$ cat src/core/erp_port_cfg.svh
// constants for the embedded ram port control block: offsets, fields, resets, sizes
`ifndef ERP_PORT_CFG_SVH
`define ERP_PORT_CFG_SVH

// ==========================================================================
// register byte offsets on the avalon slave
`define ERP_REG_CTRL        4'h0
`define ERP_REG_STATUS      4'h4
`define ERP_REG_WCOUNT      4'h8

// ==========================================================================
// control register fields
`define ERP_CTRL_W          12
`define ERP_CTRL_MEM_LO     0
`define ERP_CTRL_MEM_HI     2
`define ERP_CTRL_CLK_LO     3
`define ERP_CTRL_CLK_HI     4
`define ERP_CTRL_INDEP_CE   5
`define ERP_CTRL_NEWER_CLR  6
`define ERP_CTRL_CLR_ADDR   7
`define ERP_CTRL_RDW_NEW    8
`define ERP_CTRL_MASK_OLD   9
`define ERP_CTRL_STALL_LO   10
`define ERP_CTRL_STALL_HI   11
`define ERP_CTRL_RESET      12'h000

// ==========================================================================
// status register fields
`define ERP_STAT_ILLEGAL    0
`define ERP_STAT_BE_OK      1
`define ERP_STAT_HOLD_LO    2
`define ERP_STAT_FRESH_LO   4
`define ERP_STAT_CLK_LO     6

// ==========================================================================
// misc reset values and sizes
`define ERP_WCOUNT_W        16
`define ERP_RDATA_RESET     32'h0000_0000

`endif

$ cat src/core/erp_pkg.sv
// types shared by the embedded ram port control block
package erp_pkg;

	// ======================================================================
	// memory mode as held in the control register
	typedef enum logic [2:0] {
		ERP_SP_RAM,
		ERP_SDP_RAM,
		ERP_TDP_RAM,
		ERP_SP_ROM,
		ERP_DP_ROM
	} erp_mem_mode_t;

	// ======================================================================
	// clocking mode as held in the control register
	typedef enum logic [1:0] {
		ERP_CLK_SINGLE,
		ERP_CLK_RW,
		ERP_CLK_IO,
		ERP_CLK_INDEP
	} erp_clk_mode_t;

endpackage

$ cat src/core/erp_port_ctrl.sv
// port-side control of an embedded ram/rom: clock modes, stall, byte enables, clear
//
// Summary of operation
// - single clock mode: one clock tick and one enable drive every register
// - read/write mode: read tick drives read side, write tick drives write side
// - input/output mode: input tick drives all inputs, output tick only outputs
// - independent mode: port A registers on tick A, port B on tick B
// - optional separate clock enables for input and output registers per port
// - read/write only for simple dual-port; independent only true dual or dual rom
// - address stall high keeps the port address register unchanged
// - each port has its own stall acting only on its own address
// - stall inactive by default so addresses load normally
// - write stores only enabled lanes; masked lanes keep old contents
// - byte enable bit 0 governs the lowest lane, upward from there
// - lane size 5, 8, 9 or 10; 5 and 10 only on distributed memory
// - byte enables allowed only for port width ratio 1 or 2
// - byte enables need data width a multiple of lane; width is the quotient
// - new-data rdw: masked lane reads undefined fill or current contents
// - clear zeroes output registers and latches; not on distributed memory
// - cleared outputs stay zero until next output tick, or next read if newer
// - clear touches only register stages, never the array
// - single-port ram keeps inputs; dual-port ram may clear only read address
// - single-port rom may clear address; dual-port rom keeps all inputs
//
// Decided for this implementation: the address map and the Avalon-MM register port.
`include "erp_port_cfg.svh"
`timescale 1ns/1ps
`default_nettype none

module erp_port_ctrl #(
	parameter int ADDR_W      = 4,
	parameter int DATA_W      = 18,
	parameter int LANE_W      = 9,
	parameter int WIDTH_RATIO = 1,
	parameter bit DISTRIBUTED = 1'b0,
	parameter bit OUT_REG     = 1'b1
) (
	// clock and reset
	input  wire logic                         clock_in,
	input  wire logic                         rst_n_in,
	// avalon-mm register slave
	input  wire logic [3:0]                   avs_address_in,
	input  wire logic                         avs_read_in,
	input  wire logic                         avs_write_in,
	input  wire logic [31:0]                  avs_writedata_in,
	output logic      [31:0]                  avs_readdata_out,
	output logic                              avs_waitrequest_out,
	// port clock ticks and clock enables, index 0 = port a, 1 = port b
	input  wire logic [1:0]                   tick_in,
	input  wire logic [1:0]                   ce_in_in,
	input  wire logic [1:0]                   ce_out_in,
	// port requests
	input  wire logic [1:0][ADDR_W-1:0]       addr_in,
	input  wire logic [1:0][DATA_W-1:0]       data_in,
	input  wire logic [1:0]                   wren_in,
	input  wire logic [1:0][DATA_W/LANE_W-1:0] byteen_in,
	input  wire logic [1:0]                   addr_stall_in,
	input  wire logic [1:0]                   clear_in,
	// port read data
	output logic      [1:0][DATA_W-1:0]       q_out
);

	// ======================================================================
	// derived sizes and byte enable legality
	localparam int DEPTH = 2 ** ADDR_W;
	localparam int BE_W  = DATA_W / LANE_W;
	localparam bit LANE_LEGAL = (LANE_W == 8) || (LANE_W == 9) ||
		(DISTRIBUTED && ((LANE_W == 5) || (LANE_W == 10)));
	localparam bit BE_OK = LANE_LEGAL && (DATA_W % LANE_W == 0) &&
		((WIDTH_RATIO == 1) || (WIDTH_RATIO == 2));

	typedef struct packed {
		logic [DEPTH-1:0][DATA_W-1:0]  mem;
		logic [1:0][ADDR_W-1:0]        addr;
		logic [1:0][DATA_W-1:0]        din;
		logic [1:0]                    we;
		logic [1:0][BE_W-1:0]          be;
		logic [1:0]                    fresh;
		logic [1:0][DATA_W-1:0]        latch;
		logic [1:0][DATA_W-1:0]        oreg;
		logic [1:0]                    hold;
		logic [`ERP_CTRL_W-1:0]        ctrl;
		logic [`ERP_WCOUNT_W-1:0]      wcnt;
		logic                          wait_r;
		logic [31:0]                   rdata;
	} erp_state_t;

	erp_state_t s_q;
	erp_state_t s_d;

	// ======================================================================
	// decoded configuration
	erp_pkg::erp_mem_mode_t mem_mode;
	erp_pkg::erp_clk_mode_t clk_req;
	erp_pkg::erp_clk_mode_t clk_eff;
	logic                   illegal;
	logic [1:0]             itk;
	logic [1:0]             otk;
	logic [1:0]             ce_i;
	logic [1:0]             ce_o;
	logic [1:0]             in_ev;
	logic [1:0]             out_ev;
	logic [1:0]             used;
	logic [1:0]             can_wr;
	logic [1:0]             stall_en;

	// mode legality; an unsupported combination falls back to single clock
	always_comb begin
		mem_mode = erp_pkg::erp_mem_mode_t'(s_q.ctrl[`ERP_CTRL_MEM_HI:`ERP_CTRL_MEM_LO]);
		clk_req  = erp_pkg::erp_clk_mode_t'(s_q.ctrl[`ERP_CTRL_CLK_HI:`ERP_CTRL_CLK_LO]);
		stall_en = s_q.ctrl[`ERP_CTRL_STALL_HI:`ERP_CTRL_STALL_LO];
		used     = 2'b01;
		can_wr   = 2'b00;
		illegal  = 1'b0;
		case (mem_mode)
			erp_pkg::ERP_SP_RAM: begin
				can_wr = 2'b01;
			end
			erp_pkg::ERP_SDP_RAM: begin
				used   = 2'b11;
				can_wr = 2'b01;
			end
			erp_pkg::ERP_TDP_RAM: begin
				used   = 2'b11;
				can_wr = 2'b11;
			end
			erp_pkg::ERP_SP_ROM: begin
				used = 2'b01;
			end
			erp_pkg::ERP_DP_ROM: begin
				used = 2'b11;
			end
			default: begin
				illegal = 1'b1;
			end
		endcase
		if (clk_req == erp_pkg::ERP_CLK_RW && mem_mode != erp_pkg::ERP_SDP_RAM) begin
			illegal = 1'b1;
		end
		if (clk_req == erp_pkg::ERP_CLK_INDEP && mem_mode != erp_pkg::ERP_TDP_RAM &&
			mem_mode != erp_pkg::ERP_DP_ROM) begin
			illegal = 1'b1;
		end
		clk_eff = illegal ? erp_pkg::ERP_CLK_SINGLE : clk_req;
	end

	// route port ticks to register groups per clocking mode
	always_comb begin
		case (clk_eff)
			erp_pkg::ERP_CLK_SINGLE: begin
				itk = {tick_in[0], tick_in[0]};
				otk = {tick_in[0], tick_in[0]};
			end
			erp_pkg::ERP_CLK_RW: begin
				itk = {tick_in[1], tick_in[0]};
				otk = {tick_in[1], tick_in[1]};
			end
			erp_pkg::ERP_CLK_IO: begin
				itk = {tick_in[0], tick_in[0]};
				otk = {tick_in[1], tick_in[1]};
			end
			erp_pkg::ERP_CLK_INDEP: begin
				itk = tick_in;
				otk = tick_in;
			end
			default: begin
				itk = {tick_in[0], tick_in[0]};
				otk = {tick_in[0], tick_in[0]};
			end
		endcase
		// single mode, or shared enables, use the port a input enable everywhere
		if (s_q.ctrl[`ERP_CTRL_INDEP_CE] && clk_eff != erp_pkg::ERP_CLK_SINGLE) begin
			ce_i = ce_in_in;
			ce_o = ce_out_in;
		end else begin
			ce_i = {ce_in_in[0], ce_in_in[0]};
			ce_o = {ce_in_in[0], ce_in_in[0]};
		end
		in_ev  = itk & ce_i & used;
		out_ev = otk & ce_o & used;
	end

	// ======================================================================
	// next state
	always_comb begin
		logic [BE_W-1:0]   be_eff;
		logic [DATA_W-1:0] old_w;
		logic [DATA_W-1:0] rd_w;
		logic              release_h;
		logic              clr_ok;
		logic [1:0]        wrote;
		be_eff    = '0;
		old_w     = '0;
		rd_w      = '0;
		release_h = 1'b0;
		clr_ok    = 1'b0;
		wrote     = 2'b00;
		s_d       = s_q;

		// input capture; held registers clear the fresh flag
		for (int p = 0; p < 2; p++) begin
			s_d.fresh[p] = in_ev[p];
			if (in_ev[p]) begin
				if (!(stall_en[p] && addr_stall_in[p])) begin
					s_d.addr[p] = addr_in[p];
				end
				s_d.din[p] = data_in[p];
				s_d.we[p]  = wren_in[p] & can_wr[p];
				s_d.be[p]  = byteen_in[p];
			end
		end

		// commit writes only from freshly captured registers
		for (int p = 0; p < 2; p++) begin
			be_eff = BE_OK ? s_q.be[p] : '1;
			if (s_q.fresh[p] && s_q.we[p]) begin
				wrote[p] = 1'b1;
				for (int i = 0; i < DATA_W; i++) begin
					if (be_eff[i / LANE_W]) begin
						s_d.mem[s_q.addr[p]][i] = s_q.din[p][i];
					end
				end
			end
		end
		if (wrote != 2'b00) begin
			s_d.wcnt = s_q.wcnt + `ERP_WCOUNT_W'(wrote[0]) + `ERP_WCOUNT_W'(wrote[1]);
		end

		// read into the output latch, then the output register
		for (int p = 0; p < 2; p++) begin
			be_eff = BE_OK ? s_q.be[p] : '1;
			old_w  = s_q.mem[s_q.addr[p]];
			rd_w   = old_w;
			if (wrote[p] && s_q.ctrl[`ERP_CTRL_RDW_NEW]) begin
				for (int i = 0; i < DATA_W; i++) begin
					// masked lane shows contents or an all-ones fill
					rd_w[i] = be_eff[i / LANE_W] ? s_q.din[p][i] :
						(s_q.ctrl[`ERP_CTRL_MASK_OLD] ? old_w[i] : 1'b1);
				end
			end
			release_h = s_q.ctrl[`ERP_CTRL_NEWER_CLR] ? s_q.fresh[p] : out_ev[p];
			if (s_q.hold[p] && release_h) begin
				s_d.hold[p] = 1'b0;
			end
			if (s_q.fresh[p] && (!s_q.hold[p] || release_h)) begin
				s_d.latch[p] = rd_w;
			end
			if (out_ev[p]) begin
				s_d.oreg[p] = s_q.latch[p];
			end

			// clear wins over loads; distributed memory has no clear
			if (clear_in[p] && !DISTRIBUTED) begin
				s_d.latch[p] = '0;
				s_d.oreg[p]  = '0;
				s_d.hold[p]  = 1'b1;
				clr_ok = 1'b0;
				case (mem_mode)
					erp_pkg::ERP_SDP_RAM: clr_ok = (p == 1);
					erp_pkg::ERP_TDP_RAM: clr_ok = !s_q.we[p];
					erp_pkg::ERP_SP_ROM:  clr_ok = (p == 0);
					default:              clr_ok = 1'b0;
				endcase
				// of the input registers only the address may clear; the array never does
				if (clr_ok && s_q.ctrl[`ERP_CTRL_CLR_ADDR]) begin
					s_d.addr[p] = '0;
				end
			end
		end

		// avalon slave: one wait cycle, then answer
		s_d.wait_r = !((avs_read_in || avs_write_in) && s_q.wait_r);
		if (avs_read_in && s_q.wait_r) begin
			case (avs_address_in)
				`ERP_REG_CTRL: begin
					s_d.rdata = 32'(s_q.ctrl);
				end
				`ERP_REG_STATUS: begin
					s_d.rdata = '0;
					s_d.rdata[`ERP_STAT_ILLEGAL]    = illegal;
					s_d.rdata[`ERP_STAT_BE_OK]      = BE_OK;
					s_d.rdata[`ERP_STAT_HOLD_LO+:2] = s_q.hold;
					s_d.rdata[`ERP_STAT_FRESH_LO+:2] = s_q.fresh;
					s_d.rdata[`ERP_STAT_CLK_LO+:2]  = clk_eff;
				end
				`ERP_REG_WCOUNT: begin
					s_d.rdata = 32'(s_q.wcnt);
				end
				default: begin
					s_d.rdata = `ERP_RDATA_RESET;
				end
			endcase
		end
		// a write takes effect at the edge where waitrequest is seen low
		if (avs_write_in && !s_q.wait_r && avs_address_in == `ERP_REG_CTRL) begin
			s_d.ctrl = avs_writedata_in[`ERP_CTRL_W-1:0];
		end
	end

	// ======================================================================
	// state register
	always_ff @(posedge clock_in or negedge rst_n_in) begin
		if (!rst_n_in) begin
			s_q        <= '0;
			s_q.ctrl   <= `ERP_CTRL_RESET;
			s_q.wait_r <= 1'b1;
			s_q.rdata  <= `ERP_RDATA_RESET;
		end else begin
			s_q <= s_d;
		end
	end

	// ======================================================================
	// outputs straight from state flops
	assign avs_readdata_out    = s_q.rdata;
	assign avs_waitrequest_out = s_q.wait_r;
	assign q_out               = OUT_REG ? s_q.oreg : s_q.latch;

endmodule

`default_nettype wire

$ cat config.mk
export PLATFORM = sky130hd
export DESIGN_NAME = erp_port_ctrl
export DESIGN_NICKNAME = d
export VERILOG_FILES = /design/src/core/erp_pkg.sv /design/src/core/erp_port_ctrl.sv
export VERILOG_INCLUDE_DIRS = /design/src /design/src/core
export SDC_FILE = /design/constraint.sdc
export NUM_CORES = 1
export LEC_CHECK = 0
export ABC_AREA = 1
export BUFFER_PORTS_ARGS = -buffer_cell sky130_fd_sc_hd__buf_2
export CORE_MARGIN = 5
export CORE_UTILIZATION = 50
export DETAILED_ROUTE_END_ITERATION = 6
export GPL_TIMING_DRIVEN = 0
export PLACE_DENSITY = 0.7
export SYNTH_ARGS = -nofsm -noshare
export SYNTH_HDL_FRONTEND = slang
export SYNTH_SLANG_ARGS = --single-unit
export TNS_END_PERCENT = 50
$ cat constraint.sdc
create_clock -name clock_in -period 4.5 [get_ports clock_in]
set_input_delay 0.9 -clock clock_in [delete_from_list [all_inputs] [get_ports clock_in]]
set_output_delay 0.9 -clock clock_in [all_outputs]
set_load 0.005 [all_outputs]
Word-level counts from Yosys, hierarchy flattened

Cells that the tools add are included.

Word-level logic and storage cells: 406
Flip-flop bits (word level): 475
Output and inout bits: 69
Bits of input ports: 100

Multiplexer cells: 297
Equality and inequality tests: 14
Bitwise operators: 6
Reduce and logical (&&, ||, !) cells: 48
$add $sub $neg: 2
Magnitude comparators: 4

Operator list:

| kind                                    | number |
|---|---|
| 2-to-1 mux 288 bit                      | 72 |
| bitwise mux 288 bit                     | 36 |
| demux 18 bit (select 4 bit)             | 36 |
| 2-to-1 mux 18 bit                       | 14 |
| binary-select mux 18 bit (select 4 bit) | 2 |
| 2-to-1 mux 1 bit                        | 87 |
| case mux 16 bit (3 select lines)        | 1 |
| 2-to-1 mux 4 bit                        | 10 |
| 2-to-1 mux 17 bit                       | 2 |
| adder 16 x 1 -> 16 bit                  | 2 |
| 2-to-1 mux 16 bit                       | 2 |
| 2-to-1 mux 15 bit                       | 2 |
| 2-to-1 mux 14 bit                       | 2 |
| 2-to-1 mux 13 bit                       | 2 |
| 2-to-1 mux 12 bit                       | 2 |
| logical AND 1 bit                       | 22 |
| 2-to-1 mux 11 bit                       | 2 |
| 2-to-1 mux 10 bit                       | 2 |
| 2-to-1 mux 9 bit                        | 2 |
| 2-to-1 mux 8 bit                        | 2 |
| nonzero test 2 bit                      | 8 |
| 2-to-1 mux 7 bit                        | 2 |
| 2-to-1 mux 2 bit                        | 6 |
| 2-to-1 mux 6 bit                        | 2 |
| other kinds (27)                        | 51 |

Logic depth before layout (Yosys ltp)

Gate-level depths: netlist (run 1).

Depth after elaboration: 112
Depth in mapped cells: 18
Mapped depth without buffers: 17

Least setup slack after synthesis (run 1)

No wires, ideal clock.

Path kind: reg2reg
Start: register s_q, in the netlist mem_mode[2]
End: register s_q, in the netlist q_out[25]
Path slack: 2.089 ns
Library setup time: 0.127 ns
Cell stages (with the launch flop): 14
Arrival time: 2.284 ns
Period minus slack after synthesis: 2.411 ns
Buffers on the path: 1
Cell sequence: dfrtp_1 inv_2 nand3_1 a21oi_1 nand2_1 inv_1 nand2_1 ha_1 o21ai_0 o21ai_0 nand3_2 nand2_4 buf_6 mux2_1

Longest elaborated chain between the ends: 12

RTL lines:

| element                                                             | RTL line                                   | RTL |
|---|---|---|
| start, declared                                                     | erp_port_ctrl.sv:88                        | `erp_state_t s_q;` |
| == test 3 x 2 -> 1 bit (tied with other cells)                      | erp_port_ctrl.sv:115                       | `case (mem_mode)` |
| OR reduction 5 bit (no line)                                        | --                                         |  |
| 2-to-1 mux 1 bit                                                    | erp_port_ctrl.sv:115                       |  |
| 2-to-1 mux 1 bit                                                    | erp_port_ctrl.sv:137                       | `if (clk_req == erp_pkg::ERP_CLK_RW && mem_mode != erp_pkg::ERP_SDP_RAM) begin` |
| 2-to-1 mux 1 bit                                                    | erp_port_ctrl.sv:140                       | `if (clk_req == erp_pkg::ERP_CLK_INDEP && mem_mode != erp_pkg::ERP_TDP_RAM &&` |
| 2-to-1 mux 2 bit                                                    | erp_port_ctrl.sv:144                       | `clk_eff = illegal ? erp_pkg::ERP_CLK_SINGLE : clk_req;` |
| == test 2 bit (tied with other cells)                               | erp_port_ctrl.sv:149                       | `case (clk_eff)` |
| OR reduction 2 bit (no line) or logical AND 1 bit (tied branches)   | --                                         |  |
| case mux 2 bit (3 select lines) or 2-to-1 mux 2 bit (tied branches) | erp_port_ctrl.sv:149, erp_port_ctrl.sv:172 |  |
| bitwise AND 2 bit                                                   | erp_port_ctrl.sv:180                       | `out_ev = otk & ce_o & used;` |
| bitwise AND 2 bit (*)                                               | erp_port_ctrl.sv:180                       |  |
| nonzero test 2 bit (no line) (*)                                    | --                                         |  |

Mark *: on every way between the ends. The rest lies on a longest branch, timed or not.
A chain may end at the register's enable or synchronous reset.

Worst setup path in the final report (run 1)

Start: register s_q, in the netlist mem_mode[2]
End: register s_q[133] (netlist name)

Longest elaborated chain between the ends: 15

RTL lines:

| element                                                             | RTL line                                   | RTL |
|---|---|---|
| == test 3 x 2 -> 1 bit (tied with other cells)                      | erp_port_ctrl.sv:115                       |  |
| OR reduction 5 bit (no line)                                        | --                                         |  |
| 2-to-1 mux 1 bit                                                    | erp_port_ctrl.sv:115                       |  |
| 2-to-1 mux 1 bit                                                    | erp_port_ctrl.sv:137                       |  |
| 2-to-1 mux 1 bit                                                    | erp_port_ctrl.sv:140                       |  |
| 2-to-1 mux 2 bit                                                    | erp_port_ctrl.sv:144                       |  |
| == test 2 bit (tied with other cells)                               | erp_port_ctrl.sv:149                       |  |
| OR reduction 2 bit (no line) or logical AND 1 bit (tied branches)   | --                                         |  |
| case mux 2 bit (3 select lines) or 2-to-1 mux 2 bit (tied branches) | erp_port_ctrl.sv:149, erp_port_ctrl.sv:172 |  |
| bitwise AND 2 bit                                                   | erp_port_ctrl.sv:180                       |  |
| bitwise AND 2 bit (*)                                               | erp_port_ctrl.sv:180                       |  |
| 2-to-1 mux 1 bit (*)                                                | erp_port_ctrl.sv:241                       | `` release_h = s_q.ctrl[`ERP_CTRL_NEWER_CLR] ? s_q.fresh[p] : out_ev[p]; `` |
| logical OR 1 bit (*)                                                | erp_port_ctrl.sv:245                       | `if (s_q.fresh[p] && (!s_q.hold[p] \|\| release_h)) begin` |
| logical AND 1 bit (*)                                               | erp_port_ctrl.sv:245                       |  |
| nonzero test 2 bit (no line) (*)                                    | --                                         |  |

Marked as above.

==> results.md, run 1 <==
* Busiest layer in global routing: met2
* CTS HTree Levels at 2
* CORE AREA at between 50000 and 60000 µm²
* Total of warnings raised by yosys at 0
* Top cell by count, worst path: nand2_1
* # Post-CTS Setup Buffers at 0
* Layout cell share with drive strength beyond 1 at approximately 15%
* Gate power share at 44.4%
* Total number of vias at slightly below 30000
* Routed len/inst at between 30 and 40 µm
* Initial antenna violation count at 7
* Critical path buffer and inverter count at 3
* Tmin final at 3.42 ns
* Outcome: finished, violations left
* Die area at approximately 57000 µm²
* Commonest cells post-synth: 636 x nand2_1, 458 x dfrtp_1, 424 x nor2_1, 285 x o22ai_1, 277 x a21oi_1
* Initial detailed-routing violation count at between 5000 and 6000
* # setup viols final at 0
* Synth Instances at about 3400
* Unrepaired setup endpoints after global routing: no
* # nets final at 3736
* Total CTS buffers at 52
* Synth cell types at 44
* Width of the die at around 240 µm
* WHS at 0.214 ns
* Mapped cell area at about 26000 µm²
* Placer Congestion at 1.10
* Area share of the largest cell type after synthesis at a little over two fifths
* HP Class: input port to async pin
* Leak at about 15 nW
* Die Y at between 200 and 250 µm
* Multi-input gate area at about 12000 µm²
* P_int at 0.00876 W
* Post-CTS sizing at 0
* Sequential power share at 28.2%
* Worst path top cell family by delay: simple AND/OR/NAND/NOR gates
* Setup TNS at 0 ns
* Worst VDD drop at 0.348 mV
* Clock Sinks at roughly 460
* Worst skew pair latency at ~0.63 ns
* I/O Pins at 169
* Setup ws final at 1.08 ns
* Grt total ovfl at 0
* Register area at between 10000 and 15000 µm²
* Worst-Margin Slew at between 1 and 1.5 ns
* Max-Cap Viols at 0
* EDFF count, synth at 0
* GR Util met3 at between 10% and 20%
* CTS tree: yes
* CP Class: flip-flop to flip-flop
* GRT Overall Usage at a little under half
* Global Route met2 Usage at a little under two thirds
* Clock share of power at between 20% and 30%
* Startpoint types: flip-flop
* Sw Ratio at roughly half
* HPWL after DPL at roughly 98 mm
* Fraction of the cycle the final worst path needs at around 76%
* Largest net degree at the start of global routing at between 100 and 150
* Core Rows at between 80 and 90
* Critical Path RT at roughly 5 ns
* Fillcell total at slightly above 5000
* Net Switching at 0.00835 W
* CP max FO at 10
* Area leader, netlist: dfrtp_1
* Count leader, synth: nand2_1
* Post-synthesis sequential area ratio at between 40% and 50%
* Max stage delay on crit path at 0.44 ns
* Critical path arrival at 3.93 ns
* TritonRoute pass-1 iters at 7
* CTS Hold Buffers Added at 0
* Initial Util at 50.2%
* Number of global-route vias before repair at about 27000
* Endpoints failing hold at 0
* CP Capture Type: flip-flop
* Clock slew at reported path FFs at approximately 0.06 ns
* Synth area leaders: dfrtp_1 44%, nand2_1 9.1%, o22ai_1 6.8%
* First-pass GRT wire length at between 150 and 200 mm
* Place WS at approximately 1.3 ns
* CP cell instances: inv_2 -> nand3_1 -> a21oi_1 -> nand2_1 -> inv_1 -> nand2_1 -> ha_1 -> o21ai_0 -> o21ai_0 -> nand4_1 -> nand2_2 -> nand2_4 -> buf_4 -> nand2_1 -> nand2_1
* Ys async rst share at 100%
* Max Freq at approximately 290 MHz
* Post-DRT Antenna Nets at 0
* Crit path max-delay cell type: dfrtp_1
* Post-Route Skew at around 0.013 ns
* Final Max Slew Viols at 0
* Slew HR at around 3.2%
* Clock tree buffer depth at 3
* # DRC at 7
* Clock root buffer master: clkbuf_16
* Syn Area/Cell at 7.65 µm²
* Post-DR vias/cell at roughly 6.7
* PortBufs at about 130
* Area grow syn2layout at 13.5%
* Global routing usage on met1 at around three fifths
* Power density cells at between 500 and 600 nW/µm²
* Failing checks: DRC
* Most used flip-flop cell after synthesis: dfrtp_1
* Final WL at about 140 mm
* Synthesized flop and latch total at 459
[cells by family (layout without fill, tap and decap cells)]
group	Yosys count	after routing	share of synthesized area [%]
xor+xnor	10	10	0.334
other cells	1	21	0.0143
flops	459	459	43.8
compound gates	1146	1146	24.5
buf+inv	517	747	9.51
simple gates	1266	1266	20.6
fa+ha+maj	5	5	0.267
mux	22	22	0.945
[sequential cells by signal (all words and copies together) (netlist names)]
| register | flops |
|---|---|
| avs_readdata_out | 16 |
| avs_waitrequest_out | 1 |
| clk_req | 2 |
| mem_mode | 3 |
| q_out | 36 |
| s_q | 401 |
[power groups by stage]
| stage | sequential (W) | combinational (W) | clock [W] |
|---|---|---|---|
| floorplan | 0.00464 | 0.00362 | 0 |
| global placement | 0.00486 | 0.00691 | 0 |
| detailed placement | 0.00485 | 0.00693 | 0 |
| CTS | 0.00478 | 0.00696 | 0.00466 |
| global route | 0.00481 | 0.00753 | 0.00481 |
| finish | 0.00482 | 0.00759 | 0.00470 |
[stage by stage]
step	power (W)	std cells	utilization, %	cell area (µm²)
floorplan	0.00827	3441	-	26300
global placement	0.0118	4261	53.2	27800
detailed placement	0.0118	4265	53.4	27900
CTS	0.0164	4359	56.9	29700
global route	0.0172	4359	56.9	29700
finish	0.0171	4364	56.9	29700
[final cells by class]
cell class,instances,share of cell area [%]
multi-input combinational,2465,41.3
sequential,459,38.6
clock inverter,25,1.13
buffer,306,5.70
antenna,5,0.0421
timing repair buffer,136,2.62
inverter,211,2.68
clock buffer,69,5.00
tap,688,2.89
[path summary, 6_finish.rpt]
path,slack (ns),depth (start not counted),endpoint,from
setup / recovery,1.08,15,s_q[133],mem_mode[2]
hold / removal,0.21,1,s_q[44],rst_n_in
setup reg to reg,1.08,15,s_q[133],mem_mode[2]
hold reg to reg,0.48,2,avs_readdata_out[12],avs_readdata_out[12]
max in group asynchronous,2.40,4,s_q[174],rst_n_in
min in group clock_in,0.44,2,avs_waitrequest_out,avs_read_in
[layout by cell type, fill, tap and decap left out, types with 12 or more instances in the layout]
master     instances
o22ai_1          285
nor2_1           424
clkbuf_1          97
mux2_2            12
o211ai_1          94
a21oi_1          277
clkinv_2          13
nand2_1          636
buf_4             90
nand3_1           98
nand2_4           15
inv_1            190
buf_2            238
nor2_4            20
clkbuf_16         53
dfrtp_1          458
inv_2             15
conb_1            16
o21ai_1          158
a31oi_1           58
o21ai_0          263
nand2_2           35
[layer usage]
| metal | share of wire (%) | wire length (µm) |
|---|---|---|
| met1 | 37 | 50900 |
| met2 | 39 | 53800 |
| met3 | 14 | 19000 |
| met4 | 11 | 14700 |
| met5 | 0.077 | 107 |
Note: power is estimated with default switching activity, not from simulation.
==> run 2: changes to the inputs <==
- ABC_AREA: 1 -> 0
- PLACE_DENSITY: 0.7 -> 0.72
- clock period: 4.5 -> 3.1 ns (I/O delays scaled with it)
==> run 2 against run 1 <==
Clock skew rose by 0.010 ns. Wire length fell by 31%. Largest cell class unchanged. Via count fell by 24%. Power rose by 28%. Largest power group unchanged. The flow finishes with violations (DRC, setup timing). Global-route usage fell by 15 points.
==> results.md, run 2 <==
* Outcome: finished, violations left
* Failing checks: DRC, setup timing
* Placer Congestion at 0.968 (-12%)
* CTS HTree Levels at 2 (unchanged)
* Mapped cell area at 26300 µm² (+0.36%)
* CP Capture Type: flip-flop
* Synth area leaders: dfrtp_1 44%, mux2i_1 19%, mux4_2 6.2%
* Core Rows at 84 (unchanged)
* Most frequent cells in the layout: 490 x mux2i_1, 458 x dfrtp_1, 239 x nand2_1, 211 x nor2_1, 174 x buf_2
* Die area at 57300 µm² (+0.35%)
* Worst VDD drop at 0.567 mV (+63%)
* CORE AREA at 52300 µm² (+0.20%)
* Place WS at -0.889 ns (-2.15 ns)
* EDFF count, synth at 0 (unchanged)
* Area grow syn2layout at 13.9%
* Clock tree buffer depth at 3 (unchanged)
* Post-DR vias/cell at 6.47 (-2.8%)
* Max reg flops at 401 (unchanged)
* Largest net degree at the start of global routing at 119 (+6.3%)
* # setup viols final at 15 (+15)
* Setup ws final at -0.0925 ns (-1.17 ns)
* Leak at 13.2 nW (-9.8%)
* Syn Area/Cell at 10.6 µm² (+38%)
* Tmin final at 3.19 ns (-0.229 ns)
* Clock slew at reported path FFs at 0.06 ns (about the same)
* Sequential power share at 34.6% (+6.4 points)
* Grt total ovfl at 0 (unchanged)
* Final Power at 0.0219 W (+28%)
* I/O Pins at 169 (unchanged)
* HP Class: input port to flip-flop
* Commonest cells post-synth: 492 x mux2i_1, 458 x dfrtp_1, 240 x nand2_1, 216 x nor2_1, 172 x o21ai_0
* Power density cells at 732 nW/µm² (+27%)
* Critical Path RT at 3.55 ns (-1.46 ns)
* Post-synthesis sequential area ratio at 43.7% (-0.16 points)
* Layout cell share with drive strength beyond 1 at 19.9% (+4.9 points)
* Fraction of the cycle the final worst path needs at 103% (+27 points)
* Total number of vias at 22200 (-24%)
* Fillcell total at 4512 (-10%)
* # nets final at 2816 (-25%)
* Routed len/inst at 27.8 µm (-12%)
* Core Util, Final at 57.3% (+0.33 points)
* Most common library cell in the layout ignoring fill and taps: mux2i_1
* Max-Cap Viols at 0 (unchanged)
* Area share of the largest cell type after synthesis at 43.6% (-0.16 points)
* Placed cell count at 3332 (-22%)
* Synth Instances at 2493 (-27%)
* WHS at 0.205 ns (-0.00817 ns)
* Register area at 11500 µm² (unchanged)
* Synthesized flop and latch total at 459 (unchanged)
* Ys async rst share at 100% (unchanged)
* PortBufs at 132 (unchanged)
* Gate power share at 36.4% (-8.0 points)
* Post-Route Skew at 0.0234 ns (+0.0103 ns)
* Worst skew pair latency at 0.63 ns (about the same)
* Post-DRT Antenna Nets at 0 (unchanged)
* Sw Ratio at 38.9% (-9.9 points)
* Net Switching at 0.00854 W (+2.2%)
* Multi-input gate area at 13500 µm² (+10%)
* Top layer in use: met4
* Count leader, synth: mux2i_1
* Unrepaired setup endpoints after global routing: yes
* Number of global-route vias before repair at 21900 (-19%)
* TritonRoute pass-1 iters at 7 (unchanged)
* Met2 WL at 43.3 mm (-19%)
* GRT Overall Usage at 32.3% (-15 points)
* Critical path arrival at 3.65 ns (-0.28 ns)
* Most used flip-flop cell after synthesis: dfrtp_1
* Final WL at 95.4 mm (-31%)
* Width of the die at 239 µm (+0.17%)
* # DRC at 4 (-3)
* First-pass GRT wire length at 139 mm (-28%)
* Max Freq at 313 MHz (+7.2%)
* Clock share of power at 29.0% (+1.5 points)
* WL met3 at 8.54 mm (-55%)
* Endpoints failing hold at 0 (unchanged)
* CTS tree: yes
* Total of warnings raised by yosys at 0 (unchanged)
* Worst-Margin Slew at 1.24 ns (-0.210 ns)
* HPWL after DPL at 67.3 mm (-31%)
* CP max FO at 10 (unchanged)
* Fin cells at 3433 (-21%)
* Area leader, netlist: dfrtp_1
* CP Class: flip-flop to flip-flop
* Synth cell types at 69 (+57%)
* P_int at 0.0134 W (+53%)
* Initial detailed-routing violation count at 2854 (-45%)
* Startpoint types: flip-flop
* Die Y at 239 µm (+0.17%)
* Initial antenna violation count at 2 (-5)
* Clock root buffer master: clkbuf_16
* Clock Sinks at 459 (unchanged)
* Post-Route M1 WL at 36.1 mm (-29%)
* Initial Util at 50.3% (+0.081 points)
* Top reg by flops: s_q
* Final Max Slew Viols at 0 (unchanged)
* Total CTS buffers at 52 (unchanged)
* Slew HR at 17.0% (+14 points)
-- run 2: changes by cell type in the layout (fill, tap and decap cells not counted), sizes merged, moves of 58 or more --
| cell | before | now |
|---|---|---|
| nor2 | 458 | 241 |
| inv | 207 | 14 |
| mux2i | 0 | 493 |
| nand2 | 686 | 241 |
| o22ai | 285 | 12 |
| nand3 | 101 | 16 |
| a31oi | 59 | 1 |
| o211ai | 94 | 1 |
| o21ai | 421 | 173 |
| mux4 | 0 | 72 |
| a21oi | 277 | 158 |
-- run 2: logic make-up (layout without fill, tap and decap cells) --
kind of cell / after synthesis / after routing / share of synthesized area, %
AOI/OAI and AO/OA: 510 / 510 / 12.1
xor gates and xnor gates: 16 / 16 / 0.533
adders and majority gates: 5 / 5 / 0.266
buffers and inverters: 291 / 526 / 5.49
DFF: 459 / 459 / 43.7
muxes: 644 / 644 / 28.3
other: 1 / 18 / 0.0143
and+or+nand+nor: 567 / 567 / 9.60
-- run 2: final timing paths --
check | from | end | slack [ns] | cells after the start
max | s_q[184] | s_q[310] | -0.09 | 8
min | avs_read_in | avs_waitrequest_out | 0.21 | 2
max in group asynchronous | rst_n_in | s_q[158] | 1.08 | 4
max reg2reg | s_q[184] | s_q[310] | -0.09 | 8
min in group asynchronous | rst_n_in | avs_readdata_out[14] | 0.54 | 2
min reg2reg | avs_readdata_out[1] | avs_readdata_out[1] | 0.48 | 1
-- run 2: critical path: stages, from the launching register on --
cell and delay (ns):
dfrtp_1 0.33, clkbuf_1 0.34, nor2b_1 0.18, clkbuf_1 0.23
buf_2 0.40, nand2_1 0.23, nor2_2 0.47, clkbuf_1 0.63
o21ai_0 0.21
-- run 2: what timing repair did --
item	CTS	global route
pin swaps	2	5
gates resized for setup	22	25
setup endpoints to repair	131	102
buffers inserted	1	12
hold buffers	1	0
hold endpoints to repair	57	0
-- run 2: power by group through the flow --
stage                     clock [W]  combinational, W  sequential (W)
after floorplan                   0           0.00486         0.00742
after global placement            0           0.00749         0.00760
after detailed placement          0           0.00765         0.00765
after CTS                   0.00638           0.00772         0.00755
after global routing        0.00664           0.00823         0.00767
final                       0.00635           0.00799         0.00760
-- run 2: per-layer routing --
metal	GRT usage, %	vias up
met5	0	-
met4	21.1	0
met3	5.69	326
met2	50.4	1361
met1	41.7	11100
li1	-	9384
-- run 2: metrics by stage --
stage	setup TNS, ns	cell area [µm²]
global route	-0.185	30000
finish	-0.335	30000
detailed placement	-28.27	28000
CTS	-0.00270	29800
floorplan	0	26400
global placement	-3654.53	27900
-- run 2: area by class of cell --
class	instances	area share, %
clock buffers	71	5.05
well taps	688	2.87
clock inverters	15	0.676
inverters	11	0.138
repair buffers	150	2.96
plain buffers	279	4.79
flip-flops and latches	459	38.3
multi-input cells	1758	45.2
diodes	2	0.0167
